**config.mk**
```make
export PLATFORM = sky130hd
export DESIGN_NAME = lcc_cmd_decoder
export DESIGN_NICKNAME = d
export VERILOG_FILES = /design/src/logic/lcc_pkg.sv /design/src/logic/lcc_cmd_decoder.sv
export SDC_FILE = /design/constraint.sdc
export NUM_CORES = 1
export LEC_CHECK = 0
export ABC_AREA = 1
export BUFFER_PORTS_ARGS = -buffer_cell sky130_fd_sc_hd__buf_4
export CORE_MARGIN = 4
export CORE_UTILIZATION = 50
export CTS_CLUSTER_SIZE = 30
export DETAILED_ROUTE_END_ITERATION = 10
export PLACE_DENSITY = 0.72
export SYNTH_ARGS = -nofsm -noshare
export SYNTH_HDL_FRONTEND = slang
export SYNTH_SLANG_ARGS = --single-unit
```
**constraint.sdc**
```tcl
create_clock -name clk_sys -period 3.05 [get_ports clk_sys]
set_clock_uncertainty 0.15 [all_clocks]
set_input_delay 0 -clock clk_sys [delete_from_list [all_inputs] [get_ports clk_sys]]
set_output_delay 0 -clock clk_sys [all_outputs]
set_load 0.03 [all_outputs]
```
**src/logic/lcc_pkg.sv**
```systemverilog
// Package: codes, register offsets and field layout for the LCD command decoder
package lcc_pkg;
	localparam logic [7:0] CMD_SYS_SETUP   = 8'h40;
	localparam logic [7:0] CMD_SCROLL      = 8'h44;
	localparam logic [7:0] CMD_PIXEL_SHIFT = 8'h5a;
	localparam logic [7:0] CMD_OVERLAY     = 8'h5b;

	localparam logic [4:0] REG_SYS_MODE    = 5'h00;
	localparam logic [4:0] REG_CHAR_WIDTH  = 5'h01;
	localparam logic [4:0] REG_CHAR_HEIGHT = 5'h02;
	localparam logic [4:0] REG_LINE_ADDR   = 5'h03;
	localparam logic [4:0] REG_LINE_TOTAL  = 5'h04;
	localparam logic [4:0] REG_FRAME_LINES = 5'h05;
	localparam logic [4:0] REG_VIRT_LOW    = 5'h06;
	localparam logic [4:0] REG_VIRT_HIGH   = 5'h07;
	localparam logic [4:0] REG_BLK1_LOW    = 5'h0b;
	localparam logic [4:0] REG_BLK1_HIGH   = 5'h0c;
	localparam logic [4:0] REG_BLK1_LINES  = 5'h0d;
	localparam logic [4:0] REG_BLK2_LOW    = 5'h0e;
	localparam logic [4:0] REG_BLK2_HIGH   = 5'h0f;
	localparam logic [4:0] REG_BLK2_LINES  = 5'h10;
	localparam logic [4:0] REG_BLK3_LOW    = 5'h11;
	localparam logic [4:0] REG_BLK3_HIGH   = 5'h12;
	localparam logic [4:0] REG_BLK4_LOW    = 5'h13;
	localparam logic [4:0] REG_BLK4_HIGH   = 5'h14;
	localparam logic [4:0] REG_LAYER_COMB  = 5'h18;
	localparam logic [4:0] REG_PIX_SHIFT   = 5'h1b;
	localparam int         REG_COUNT       = 32;

	localparam int BIT_CGEN_SRC    = 0;
	localparam int BIT_CHAR_LINES  = 2;
	localparam int BIT_TWO_PANEL   = 3;
	localparam int BIT_TOP_COMP    = 5;
	localparam int BIT_AC_DRIVE    = 7;
	localparam int BIT_BLK1_TEXT   = 2;
	localparam int BIT_BLK3_TEXT   = 3;
	localparam logic [7:0] MASK_PIX_SHIFT = 8'h07;
	localparam logic [7:0] ZERO_BYTE      = 8'h00;

	typedef enum logic [1:0] {
		LCC_IDLE,
		LCC_SYS,
		LCC_SCROLL,
		LCC_SINGLE
	} lcc_state_t;

	// One host write: A0 selects command (1) or parameter (0)
	typedef struct packed {
		logic       wr;
		logic       a0;
		logic [7:0] data;
	} lcc_host_wr_t;

	// Decoded configuration handed to the display engine
	typedef struct packed {
		logic        cgen_source_sel;
		logic        char_lines_sel;
		logic        two_panel_sel;
		logic        top_line_comp;
		logic        ac_drive_sel;
		logic [3:0]  cell_width;
		logic [3:0]  cell_height;
		logic [7:0]  line_addr_cnt;
		logic [7:0]  line_total_cnt;
		logic [7:0]  frame_lines;
		logic [15:0] virtual_width;
		logic [15:0] block1_start;
		logic [7:0]  block1_lines;
		logic [15:0] block2_start;
		logic [7:0]  block2_lines;
		logic [15:0] block3_start;
		logic [15:0] block4_start;
		logic [1:0]  layer_combine;
		logic        block1_text_sel;
		logic        block3_text_sel;
		logic [2:0]  pixel_shift;
	} lcc_cfg_t;
endpackage : lcc_pkg

```
**src/logic/lcc_cmd_decoder.sv**
```systemverilog
// Command and parameter decoder filling the LCD configuration registers
`timescale 1ns/1ps
`default_nettype none

//
// Operation
// - Command 40h: first parameter bit 0 picks internal character ROM, in register 00h.
// - Register 00h bit 2 eight-line chars, bit 3 two-panel, bit 5 top-line comp.
// - Register 01h bits 3-0 hold cell width minus one.
// - Register 01h bit 7 selects two-frame AC drive.
// - Register 02h bits 3-0 hold cell height minus one.
// - Register 03h holds display addresses per line minus one.
// - Register 04h holds total addresses per line, fifth setup parameter.
// - Register 05h holds lines per frame minus one.
// - Registers 06h/07h hold 16-bit virtual width, low byte first.
// - Command 44h: parameters one and two load block 1 start, 0Bh/0Ch.
// - Third scroll parameter sets block 1 line count in 0Dh.
// - Scroll parameters 4-6: block 2 start 0Eh/0Fh and line count 10h.
// - Scroll parameters 7-10: block 3 start 11h/12h, block 4 start 13h/14h.
// - Command 5Ah stores its parameter bits 2-0 in register 1Bh.
// - Command 5Bh stores parameter in 18h; bits 1-0 choose layer combination.
// - Register 18h bit 2 block 1 mode, bit 3 block 3 mode.
// - Write with A0 high is a command; A0 low is a parameter.
// - Size and count fields mean programmed value plus one.
module lcc_cmd_decoder
	import lcc_pkg::*;
(
	input  wire logic         clk_sys,
	input  wire logic         nrst,
	input  wire lcc_host_wr_t host_wr,
	output var  lcc_cfg_t     cfg,
	output var  logic         cmd_active
);

	logic [7:0]  regs_reg [REG_COUNT];
	lcc_state_t  state_reg;
	logic [4:0]  ptr_reg;
	logic [4:0]  last_reg;
	logic        wr_en;
	logic [4:0]  wr_addr;
	logic [7:0]  wr_data;

	// Field mask per register; only 1Bh clears bits above bit 2, every other register stores all eight bits
	function automatic logic [7:0] field_mask(input logic [4:0] a);
		if (a == REG_PIX_SHIFT)
			return MASK_PIX_SHIFT;
		return 8'hff;
	endfunction : field_mask

	// Parameter lands at the command's cursor only while a sequence is open
	always_comb begin
		wr_en   = host_wr.wr && !host_wr.a0 && (state_reg != LCC_IDLE);
		wr_addr = ptr_reg;
		wr_data = host_wr.data & field_mask(ptr_reg);
	end

	always_ff @(posedge clk_sys or negedge nrst) begin
		if (!nrst) begin
			state_reg <= LCC_IDLE;
			ptr_reg   <= REG_SYS_MODE;
			last_reg  <= REG_SYS_MODE;
		end else if (host_wr.wr && host_wr.a0) begin
			unique case (host_wr.data)
				CMD_SYS_SETUP: begin
					state_reg <= LCC_SYS;
					ptr_reg   <= REG_SYS_MODE;
					last_reg  <= REG_VIRT_HIGH;
				end
				CMD_SCROLL: begin
					state_reg <= LCC_SCROLL;
					ptr_reg   <= REG_BLK1_LOW;
					last_reg  <= REG_BLK4_HIGH;
				end
				CMD_PIXEL_SHIFT: begin
					state_reg <= LCC_SINGLE;
					ptr_reg   <= REG_PIX_SHIFT;
					last_reg  <= REG_PIX_SHIFT;
				end
				CMD_OVERLAY: begin
					state_reg <= LCC_SINGLE;
					ptr_reg   <= REG_LAYER_COMB;
					last_reg  <= REG_LAYER_COMB;
				end
				// Commands outside this block close any open sequence
				default: state_reg <= LCC_IDLE;
			endcase
		end else if (wr_en) begin
			// Extra parameters past the last register are dropped
			if (ptr_reg == last_reg)
				state_reg <= LCC_IDLE;
			else
				ptr_reg <= ptr_reg + 5'd1;
		end
	end

	generate
		for (genvar i = 0; i < REG_COUNT; i++) begin : g_reg
			always_ff @(posedge clk_sys or negedge nrst) begin
				if (!nrst)
					regs_reg[i] <= ZERO_BYTE;
				else if (wr_en && wr_addr == 5'(i))
					regs_reg[i] <= wr_data;
			end
		end
	endgenerate

	// Output copy is registered so the engine sees settled fields
	always_ff @(posedge clk_sys or negedge nrst) begin
		if (!nrst) begin
			cfg        <= '0;
			cmd_active <= 1'b0;
		end else begin
			cmd_active          <= (state_reg != LCC_IDLE);
			cfg.cgen_source_sel <= regs_reg[REG_SYS_MODE][BIT_CGEN_SRC];
			cfg.char_lines_sel  <= regs_reg[REG_SYS_MODE][BIT_CHAR_LINES];
			cfg.two_panel_sel   <= regs_reg[REG_SYS_MODE][BIT_TWO_PANEL];
			cfg.top_line_comp   <= regs_reg[REG_SYS_MODE][BIT_TOP_COMP];
			cfg.ac_drive_sel    <= regs_reg[REG_CHAR_WIDTH][BIT_AC_DRIVE];
			// Fields stay in minus-one form; consumers add one
			cfg.cell_width      <= regs_reg[REG_CHAR_WIDTH][3:0];
			cfg.cell_height     <= regs_reg[REG_CHAR_HEIGHT][3:0];
			cfg.line_addr_cnt   <= regs_reg[REG_LINE_ADDR];
			cfg.line_total_cnt  <= regs_reg[REG_LINE_TOTAL];
			cfg.frame_lines     <= regs_reg[REG_FRAME_LINES];
			cfg.virtual_width   <= {regs_reg[REG_VIRT_HIGH], regs_reg[REG_VIRT_LOW]};
			cfg.block1_start    <= {regs_reg[REG_BLK1_HIGH], regs_reg[REG_BLK1_LOW]};
			cfg.block1_lines    <= regs_reg[REG_BLK1_LINES];
			cfg.block2_start    <= {regs_reg[REG_BLK2_HIGH], regs_reg[REG_BLK2_LOW]};
			cfg.block2_lines    <= regs_reg[REG_BLK2_LINES];
			cfg.block3_start    <= {regs_reg[REG_BLK3_HIGH], regs_reg[REG_BLK3_LOW]};
			cfg.block4_start    <= {regs_reg[REG_BLK4_HIGH], regs_reg[REG_BLK4_LOW]};
			cfg.layer_combine   <= regs_reg[REG_LAYER_COMB][1:0];
			cfg.block1_text_sel <= regs_reg[REG_LAYER_COMB][BIT_BLK1_TEXT];
			cfg.block3_text_sel <= regs_reg[REG_LAYER_COMB][BIT_BLK3_TEXT];
			cfg.pixel_shift     <= regs_reg[REG_PIX_SHIFT][2:0];
		end
	end
endmodule : lcc_cmd_decoder

`default_nettype wire

```
==> results of run 1 <==
[report_power, final]
part / switching, mW / internal [mW] / total (mW)
Combinational: 0.271 / 0.114 / 0.385
Clock: 1.34 / 1.83 / 3.17
Sequential: 0.0305 / 3.93 / 3.96
[layer usage]
metal	vias to the layer above	track usage	share of wire
li1	2847	-	-
met1	2925	0.268	0.43
met2	143	0.326	0.50
met3	31	0.0280	0.045
met4	0	0.0508	0.017
met5	-	0	0
[cell usage after synthesis, drive strengths merged]
master	n	area [sq um]
a21oi	70	365
and2	1	6.26
buf	20	189
clkbuf	7	26.3
dfrtp	292	7310
ha	5	62.6
inv	27	104
nand2	143	578
nand3	24	220
nand4	3	18.8
nor2	96	462
o21a	1	15.0
o21ai	76	538
xnor2	1	8.76
[through the flow]
stage	util	power, mW
3_3_place_gp	0.578	4.40
4_1_cts	0.633	7.58
2_1_floorplan	-	4.21
6_report	0.633	7.51
5_1_grt	0.633	7.80
3_5_place_dp	0.578	4.40
[final cells by class]
| class | count | share of cell area |
|---|---|---|
| Sequential cell | 292 | 0.593 |
| Multi-Input combinational cell | 420 | 0.185 |
| Timing Repair Buffer | 182 | 0.120 |
| Clock buffer | 38 | 0.0622 |
| Tap cell | 265 | 0.0269 |
| Inverter | 27 | 0.00843 |
| Clock inverter | 7 | 0.00538 |
[path summary, 6_finish.rpt]
| check | startpoint | to | slack (ps) | depth (start not counted) |
|---|---|---|---|---|
| worst max-delay path | host_wr[0] | last_reg[1]$_DFFE_PN0P_ | 150 | 13 |
| max in group asynchronous | nrst | regs_reg[159]$_DFFE_PN0P_ | 1430 | 4 |
| worst min-delay path | host_wr[4] | regs_reg[164]$_DFFE_PN0P_ | 190 | 4 |
| worst min register to register | regs_reg[128]$_DFFE_PN0P_ | cfg[55]$_DFF_PN0_ | 220 | 0 |
| worst max register to register | ptr_reg[4]$_DFFE_PN0P_ | state_reg[1]$_DFFE_PN0P_ | 440 | 6 |
| min in group asynchronous | nrst | cfg[28]$_DFF_PN0_ | 460 | 3 |
[placed cells by master (no fill, tap or decap), types with 6 or more instances in the layout]
cell type      instances
clkbuf_1               6
inv_1                 23
nand3_4                8
nor2_1                79
nor2_4                 9
buf_4                154
nand2_1              134
dlygate4sd3_1         23
nor2_2                 7
o21ai_2               42
a21oi_1               66
dfrtp_1              292
nand2_2                7
nand3_1               16
o21ai_1               14
o21ai_0               20
clkbuf_16             27
[timing repair]
item,CTS,global route
hold buffers,23,0
endpoints found under the hold margin,422,0
endpoints found under the setup margin,0,1
resized for setup,0,1
[worst max-delay path, cell delays in order]
cell	delay [ps]
dlygate4sd3_1	530
buf_4	130
inv_1	70
buf_6	270
nand2_1	80
nor2_1	100
dlygate4sd3_1	590
nand2_1	60
dlygate4sd3_1	560
nand2_1	80
dlygate4sd3_1	570
nand2_1	50
o21ai_0	80
[cells by family (layout without fill, tap and decap cells)]
logic type                 after synthesis  count (layout)  synth area share
and+or+nand+nor                        267             267             0.130
buffers and inverters                   54             254            0.0322
DFF                                    292             292             0.738
AOI/OAI and AO/OA                      147             147            0.0928
adders and majority gates                5               5           0.00632
xor gates and xnor gates                 1               1          0.000885
==> summary.txt, run 1 <==
drt first pass iters: 4
Fmax achieved: 344 MHz
syn_nets: 783
Hold Crit Class: input port to flop
number of global-route vias before repair: 6,084
CTS root buf: clkbuf_16
FF/Latch Area: 7310 sq um
total number of vias: 5,946
Post-CTS Setup Bufs: 0
peak supply drop: 0.342 mV
Setup crit end kind: flop
Yosys reg bits: 292
DRC: 0
# port buffers: 152
area of the multi-input gates: 2270 sq um
final setup vio count: 0
clock sink count: 292
Worst EP arrival: 3180 ps
initial DRC count: 342
syn_area_per_cell: 12.9 sq um
Seq/Total Area, Yosys: 0.738
status: completed
Worst-Skew Late Latency: 520 ps
leakage: 6.36 nW
Fin Hold WS: 194 ps
Max Cap Violations: 0
dpl ws: 1010 ps
CP required: 3330 ps
Final Hold Viols: 0
Netlist Area Pre-Place: 9900 sq um
WS Path Type: input port to flop
dpl cell area: 11,300 sq um
final WL: 21.0 mm
distinct cell type count after synthesis: 28
Non-Filler Instances: 1,231
nets: 967
TNS Setup: 0 ps
DR vias/cell: 4.83
Die X: 149 um
routability cong.: 0.824
fill cell count: 1,491
first-pass GRT wire length: 33.5 mm
final instance area: 12,300 sq um
antenna cells: 0
largest net degree at the start of global routing: 94
Die Area: 22,100 sq um
Initial Util: 0.509
layout cell share with drive strength beyond 1: 0.293
Detail Placement HPWL: 13.3 mm
chip height: 149 um
startpoint types: input port
clock slew at reported path FFs: 60 ps
Slew @ Worst Pin: 670 ps
row cnt: 51
crit-path max FO: 21
worst setup margin: 146 ps
CTS tree: done
Final Critical Period: 2900 ps
average wire per standard cell: 17.0 um
core area: 19,500 sq um
CTS Buffer Depth: 3
RSZ-0062 raised after global routing: false
Area growth syn-to-layout: 24.5%
fin crit share: 0.952
total CTS buffers: 27
Max-slew headroom: 0.553
gr usage total: 0.193
Inst Count DP: 1,163
synthesized instance count: 766
Final ANT Viol Nets: 0
initial antenna violation count: 0
Pwr Density: 610 nW/um^2
Remaining Overflow, GRT: 0
synthesis warning total: 0
IO Pins: 153
H-tree levels: 1
Slew Viols, Final: 0
No activity file was read; power rests on OpenSTA's default activity.
==> inputs of run 2 (changes only) <==
--- a/config.mk
+++ b/config.mk
@@ -7,11 +7,11 @@
 export LEC_CHECK = 0
 export ABC_AREA = 1
 export BUFFER_PORTS_ARGS = -buffer_cell sky130_fd_sc_hd__buf_4
-export CORE_MARGIN = 4
-export CORE_UTILIZATION = 50
+export CORE_MARGIN = 1.5
+export CORE_UTILIZATION = 60
 export CTS_CLUSTER_SIZE = 30
 export DETAILED_ROUTE_END_ITERATION = 10
-export PLACE_DENSITY = 0.72
+export PLACE_DENSITY = 0.84
 export SYNTH_ARGS = -nofsm -noshare
 export SYNTH_HDL_FRONTEND = slang
 export SYNTH_SLANG_ARGS = --single-unit
==> run 2 against run 1 <==
Die area fell by 22%. Non-clock buffer count up 1. First-iteration DRC count grew 70%. Register-to-register slack gained 30 ps. Global-route usage up 7.9 points. Flip-flop and latch count unchanged. Final cell count shrank 3.7%. Sequential power hardly changed. Clock-buffer cell count rose by 6. Highest routed layer unchanged.
==> summary.txt, run 2 (same netlist as run 1, synthesis figures left out) <==
Die Area: 17,300 sq um (-22%)
row cnt: 46 (-9.8%)
average wire per standard cell: 19.3 um (+13%)
nets: 968 (+0.10%)
Final Hold Viols: 0 (unchanged)
# port buffers: 152 (unchanged)
Worst-Skew Late Latency: 520 ps (about the same)
layout cell share with drive strength beyond 1: 0.299 (+0.00601)
DRC: 0 (unchanged)
first-pass GRT wire length: 36.7 mm (+9.5%)
most frequent cells in the layout: dfrtp_1, buf_4, nand2_1
number of global-route vias before repair: 6,799 (+12%)
Pwr Density: 629 nW/um^2 (+3.2%)
chip height: 131 um (-12%)
H-tree levels: 1 (unchanged)
largest net degree at the start of global routing: 82 (-13%)
status: completed
CTS tree: done
CTS root buf: clkbuf_16
final WL: 22.9 mm (+9.3%)
Slew @ Worst Pin: 1060 ps (+391 ps)
FF-to-FF path depth: 6 (unchanged)
Worst EP arrival: 3000 ps (-180 ps)
CP required: 3340 ps (about the same)
TNS Setup: 0 ps (unchanged)
Detail Placement HPWL: 13.4 mm (+0.71%)
CTS Buffer Depth: 3 (unchanged)
Post-CTS Resized: 0 (unchanged)
fin crit share: 0.889 (-0.0634)
DR vias/cell: 5.42 (+12%)
RSZ-0062 raised after global routing: false
gr usage total: 0.272 (+0.0786)
total number of vias: 6,428 (+8.1%)
Fmax achieved: 369 MHz (+7.1%)
Hold Path Stages: 4 (unchanged)
Max-slew headroom: 0.290 (-0.263)
Die X: 131 um (-12%)
startpoint types: input port
antenna cells: 0 (unchanged)
Max Cap Violations: 0 (unchanged)
Slew Viols, Final: 0 (unchanged)
fill cell count: 921 (-38%)
Remaining Overflow, GRT: 0 (unchanged)
total CTS buffers: 27 (unchanged)
routability cong.: 0.834 (+1.1%)
most common cell after layout, fill and taps aside: dfrtp_1
Final Critical Period: 2710 ps (-193 ps)
IO Pins: 153 (unchanged)
initial DRC count: 580 (+70%)
clock sink count: 292 (unchanged)
peak supply drop: 0.392 mV (+15%)
clock slew at reported path FFs: 60 ps (about the same)
drt first pass iters: 5 (+1)
Final ANT Viol Nets: 0 (unchanged)
Hold Crit Class: input port to flop
Area growth syn-to-layout: 24.7%
core area: 16,000 sq um (-18%)
final setup vio count: 0 (unchanged)
Setup crit end kind: flop
crit-path max FO: 4 (-81%)
leakage: 6.40 nW (+0.77%)
WS Path Type: input port to flop
Initial Util: 0.619 (+0.110)
Core Util, Final: 0.772 (+0.138)
initial antenna violation count: 0 (unchanged)
## run 2: changes by cell type in the layout (fill, tap and decap cells not counted)
cell	previous run	this run
clkbuf_8	5	14
clkinvlp_4	1	0
buf_4	154	157
buf_12	3	2
buf_6	1	0
clkbuf_1	6	3
inv_6	1	0
clkinv_2	4	3
## run 2: timing repair
item / CTS / global route
hold buffers: 23 / 0
hold endpoints to repair: 377 / 0
setup buffers: 0 / 0
## run 2: per-layer routing
metal  GRT usage  vias up  share of wire
li1            -     2854              -
met1       0.356     3253           0.39
met2       0.464      267           0.52
met3      0.0405       54          0.053
met4       0.104        0          0.034
met5           0        -              0
## run 2: final timing paths
kind                                           from                   endpoint  slack, ps
min                                      host_wr[3]  regs_reg[163]$_DFFE_PN0P_        200
max                                      host_wr[7]    last_reg[1]$_DFFE_PN0P_        340
max in group asynchronous                      nrst         cfg[127]$_DFF_PN0_        460
max reg2reg                  ptr_reg[4]$_DFFE_PN0P_   state_reg[1]$_DFFE_PN0P_        470
min reg2reg                regs_reg[99]$_DFFE_PN0P_          cfg[10]$_DFF_PN0_        220
min in group asynchronous                      nrst         cfg[105]$_DFF_PN0_        470
## run 2: stage by stage
stage               hold slack [ps]  setup slack, ps  cells  cell area (sq um)  total power [mW]
floorplan                      -446             1210    766               9900              4.21
global placement              -82.8             1100   1115              11200              4.39
detailed placement            -65.0             1030   1115              11200              4.40
CTS                             179              306   1186              12300              7.80
global route                    212              151   1186              12300              8.00
finish                          203              339   1186              12300              7.77
## run 2: area by class of cell
type	instances	area, sq um	area share
Tap cell	216	270	0.0219
Sequential cell	292	7310	0.592
Clock inverter	4	45.0	0.00365
Clock buffer	44	880	0.0713
Timing Repair Buffer	183	1460	0.119
Inverter	27	104	0.00841
Multi-Input combinational cell	420	2270	0.184
## run 2: worst max-delay path: stages
cell and delay [ps]:
dlygate4sd3_1 530, buf_4 150, inv_1 50, nand2_1 50, dlygate4sd3_1 570, nor2_1 240
nand2_1 70, dlygate4sd3_1 560, nand2_1 80, dlygate4sd3_1 570, nand2_1 60, o21ai_0 80
## run 2: report_power, final
group          switching [mW]  total (mW)  internal (mW)
sequential             0.0323        3.96           3.93
combinational           0.278       0.391          0.113
clock                    1.38        3.42           2.04
total                    1.69        7.77           6.08
==> inputs of run 3 (changes only) <==
--- a/config.mk
+++ b/config.mk
@@ -8,10 +8,11 @@
 export ABC_AREA = 1
 export BUFFER_PORTS_ARGS = -buffer_cell sky130_fd_sc_hd__buf_4
 export CORE_MARGIN = 1.5
-export CORE_UTILIZATION = 60
+export CORE_UTILIZATION = 56
 export CTS_CLUSTER_SIZE = 30
 export DETAILED_ROUTE_END_ITERATION = 10
-export PLACE_DENSITY = 0.84
+export PLACE_DENSITY = 0.79
+export RECOVER_POWER = 100
 export SYNTH_ARGS = -nofsm -noshare
 export SYNTH_HDL_FRONTEND = slang
 export SYNTH_SLANG_ARGS = --single-unit
==> constraint.sdc (replaced) <==
create_clock -name clk_sys -period 2.8 [get_ports clk_sys]
set_clock_uncertainty 0.15 [all_clocks]
set_input_delay 0 -clock clk_sys [delete_from_list [all_inputs] [get_ports clk_sys]]
set_output_delay 0 -clock clk_sys [all_outputs]
set_load 0.03 [all_outputs]
==> run 3 against run 2 <==
Power grew 6.0%. Via count down 3.6%. Sequential share of layout area rose by 5.0 points. Utilization is 11 points lower.
==> summary.txt, run 3 (same netlist as run 1, synthesis figures left out) <==
status: completed
largest net degree at the start of global routing: 107 (+30%)
WL met1: 8.89 mm (-1.2%)
Initial Util: 0.572 (-0.0464)
CTS tree: done
WS Path Type: input port to flop
Final Hold Viols: 0 (unchanged)
CTS Buffer Depth: 3 (unchanged)
largest stage delay on the critical path: 700 ps (+130 ps)
Fmax achieved: 406 MHz
Die X: 136 um (+3.4%)
routability cong.: 0.885 (+6.2%)
Comb power frac: 0.044 (-0.006)
DR vias/cell: 5.21 (-4.0%)
drt first pass iters: 4 (-1)
# port buffers: 152 (unchanged)
most frequent cells in the layout: dfrtp_1, clkbuf_1, nand2_1
Post-CTS Setup Bufs: 0 (unchanged)
Core Util, Final: 0.658 (-0.114)
routed length on met2: 10.7 mm (-11%)
Worst EP arrival: 2770 ps (-230 ps)
most used cell, CP: dlygate4sd3_1
fin crit share: 0.879
CP max-delay cell: dlygate4sd3_1
total number of vias: 6,194 (-3.6%)
crit-path cells: dlygate4sd3_1 -> buf_4 -> nand2_1 -> dlygate4sd3_1 -> nand3_1 -> dlygate4sd3_1 -> nand2_1 -> dlygate4sd3_1
chip height: 136 um (+3.4%)
Setup crit end kind: flop
initial antenna violation count: 0 (unchanged)
initial DRC count: 399 (-31%)
Area growth syn-to-layout: 14.9%
switch share: 0.219 (+0.00137)
CTS root buf: clkbuf_16
nets: 965 (-0.31%)
Pwr Density: 724 nW/um^2 (+15%)
total CTS buffers: 28 (+3.7%)
PnR Total Power: 8.23 mW (+6.0%)
TNS Setup: 0 ps (unchanged)
metal3 WL: 1.15 mm (-4.6%)
antenna cells: 0 (unchanged)
Detail Placement HPWL: 13.4 mm (+0.55%)
Hold Crit Class: input port to flop
Top Metal Used: met4
clock sink count: 292 (unchanged)
Final Critical Period: 2460 ps
clock slew at reported path FFs: 60 ps (about the same)
Post-CTS Resized: 0 (unchanged)
DRC: 0 (unchanged)
Inst Count DP: 1,126 (+0.99%)
final setup vio count: 0 (unchanged)
hold_buf cts: 17 (-26%)
Max Cap Violations: 0 (unchanged)
first-pass GRT wire length: 33.3 mm (-9.1%)
layout cell share with drive strength beyond 1: 0.0964 (-0.203)
Remaining Overflow, GRT: 0 (unchanged)
Max-slew headroom: 0.0757 (-0.214)
Worst-Skew Late Latency: 530 ps (about the same)
Final ANT Viol Nets: 0 (unchanged)
leakage: 5.67 nW (-12%)
clock share of power: 0.431 (-0.009)
H-tree levels: 1 (unchanged)
peak supply drop: 0.409 mV (+4.2%)
most common cell after layout, fill and taps aside: dfrtp_1
gr usage total: 0.236 (-0.0356)
CP required: 3110 ps (-230 ps)
Slew @ Worst Pin: 1390 ps (+325 ps)
RSZ-0062 raised after global routing: false
NetSw: 1.80 mW (+6.6%)
Non-Filler Instances: 1,190 (+0.34%)
number of global-route vias before repair: 6,184 (-9.0%)
Slew Viols, Final: 0 (unchanged)
final WL: 21.3 mm (-7.3%)
Die Area: 18,500 sq um (+7.0%)
core area: 17,300 sq um (+8.1%)
IO Pins: 153 (unchanged)
row cnt: 48 (+4.3%)
Flop pwr share: 0.524 (+0.014)
average wire per standard cell: 17.9 um (-7.6%)
startpoint types: input port
crit-path max FO: 6 (+2)
Power Internal: 6.43 mW (+5.8%)
## run 3: final cells by class
type	instances	area, sq um
sequential	292	7310
fill	1395	5920
multi-input combinational	420	1960
timing repair buffer	179	842
clock buffer	40	837
tap	225	282
inverter	27	104
clock inverter	7	42.5
## run 3: final timing paths
path                                           start                   endpoint  slack (ps)  depth (start not counted)
hold / removal                            host_wr[3]  regs_reg[163]$_DFFE_PN0P_         190                          4
hold reg to reg            regs_reg[235]$_DFFE_PN0P_         cfg[130]$_DFF_PN0_         220                          0
setup reg to reg              ptr_reg[3]$_DFFE_PN0P_   state_reg[0]$_DFFE_PN0P_         350                          9
setup / recovery                          host_wr[9]   state_reg[0]$_DFFE_PN0P_         340                          8
min in group asynchronous                       nrst          cfg[90]$_DFF_PN0_         210                          2
max in group asynchronous                       nrst  regs_reg[250]$_DFFE_PN0P_         540                          3
## run 3: critical path, delay by kind of cell
family,cells,cell delay (ps)
and+or+nand+nor,3,260
buffers and inverters,5,2500
## run 3: stage by stage
step           hold WS [ps]  cell area (sq um)  setup slack (ps)
2_1_floorplan          -446               9900               964
3_3_place_gp          -35.9              11200               875
3_5_place_dp          -35.3              11200               786
4_1_cts                4.94              12300               273
5_1_grt                 211              11400              96.7
6_report                194              11400               339
## run 3: routing by layer
layer | up-vias | global-route usage
met3 | 38 | 0.0317
met2 | 187 | 0.396
met4 | 0 | 0.0774
met5 | - | 0
met1 | 3129 | 0.324
li1 | 2840 | -
## run 3: power groups by stage
stage	combinational, mW	clock (mW)	sequential, mW
3_3_place_gp	0.399	0	4.39
6_report	0.366	3.55	4.32
4_1_cts	0.426	3.61	4.32
3_5_place_dp	0.405	0	4.39
5_1_grt	0.413	3.77	4.32
2_1_floorplan	0.158	0	4.43
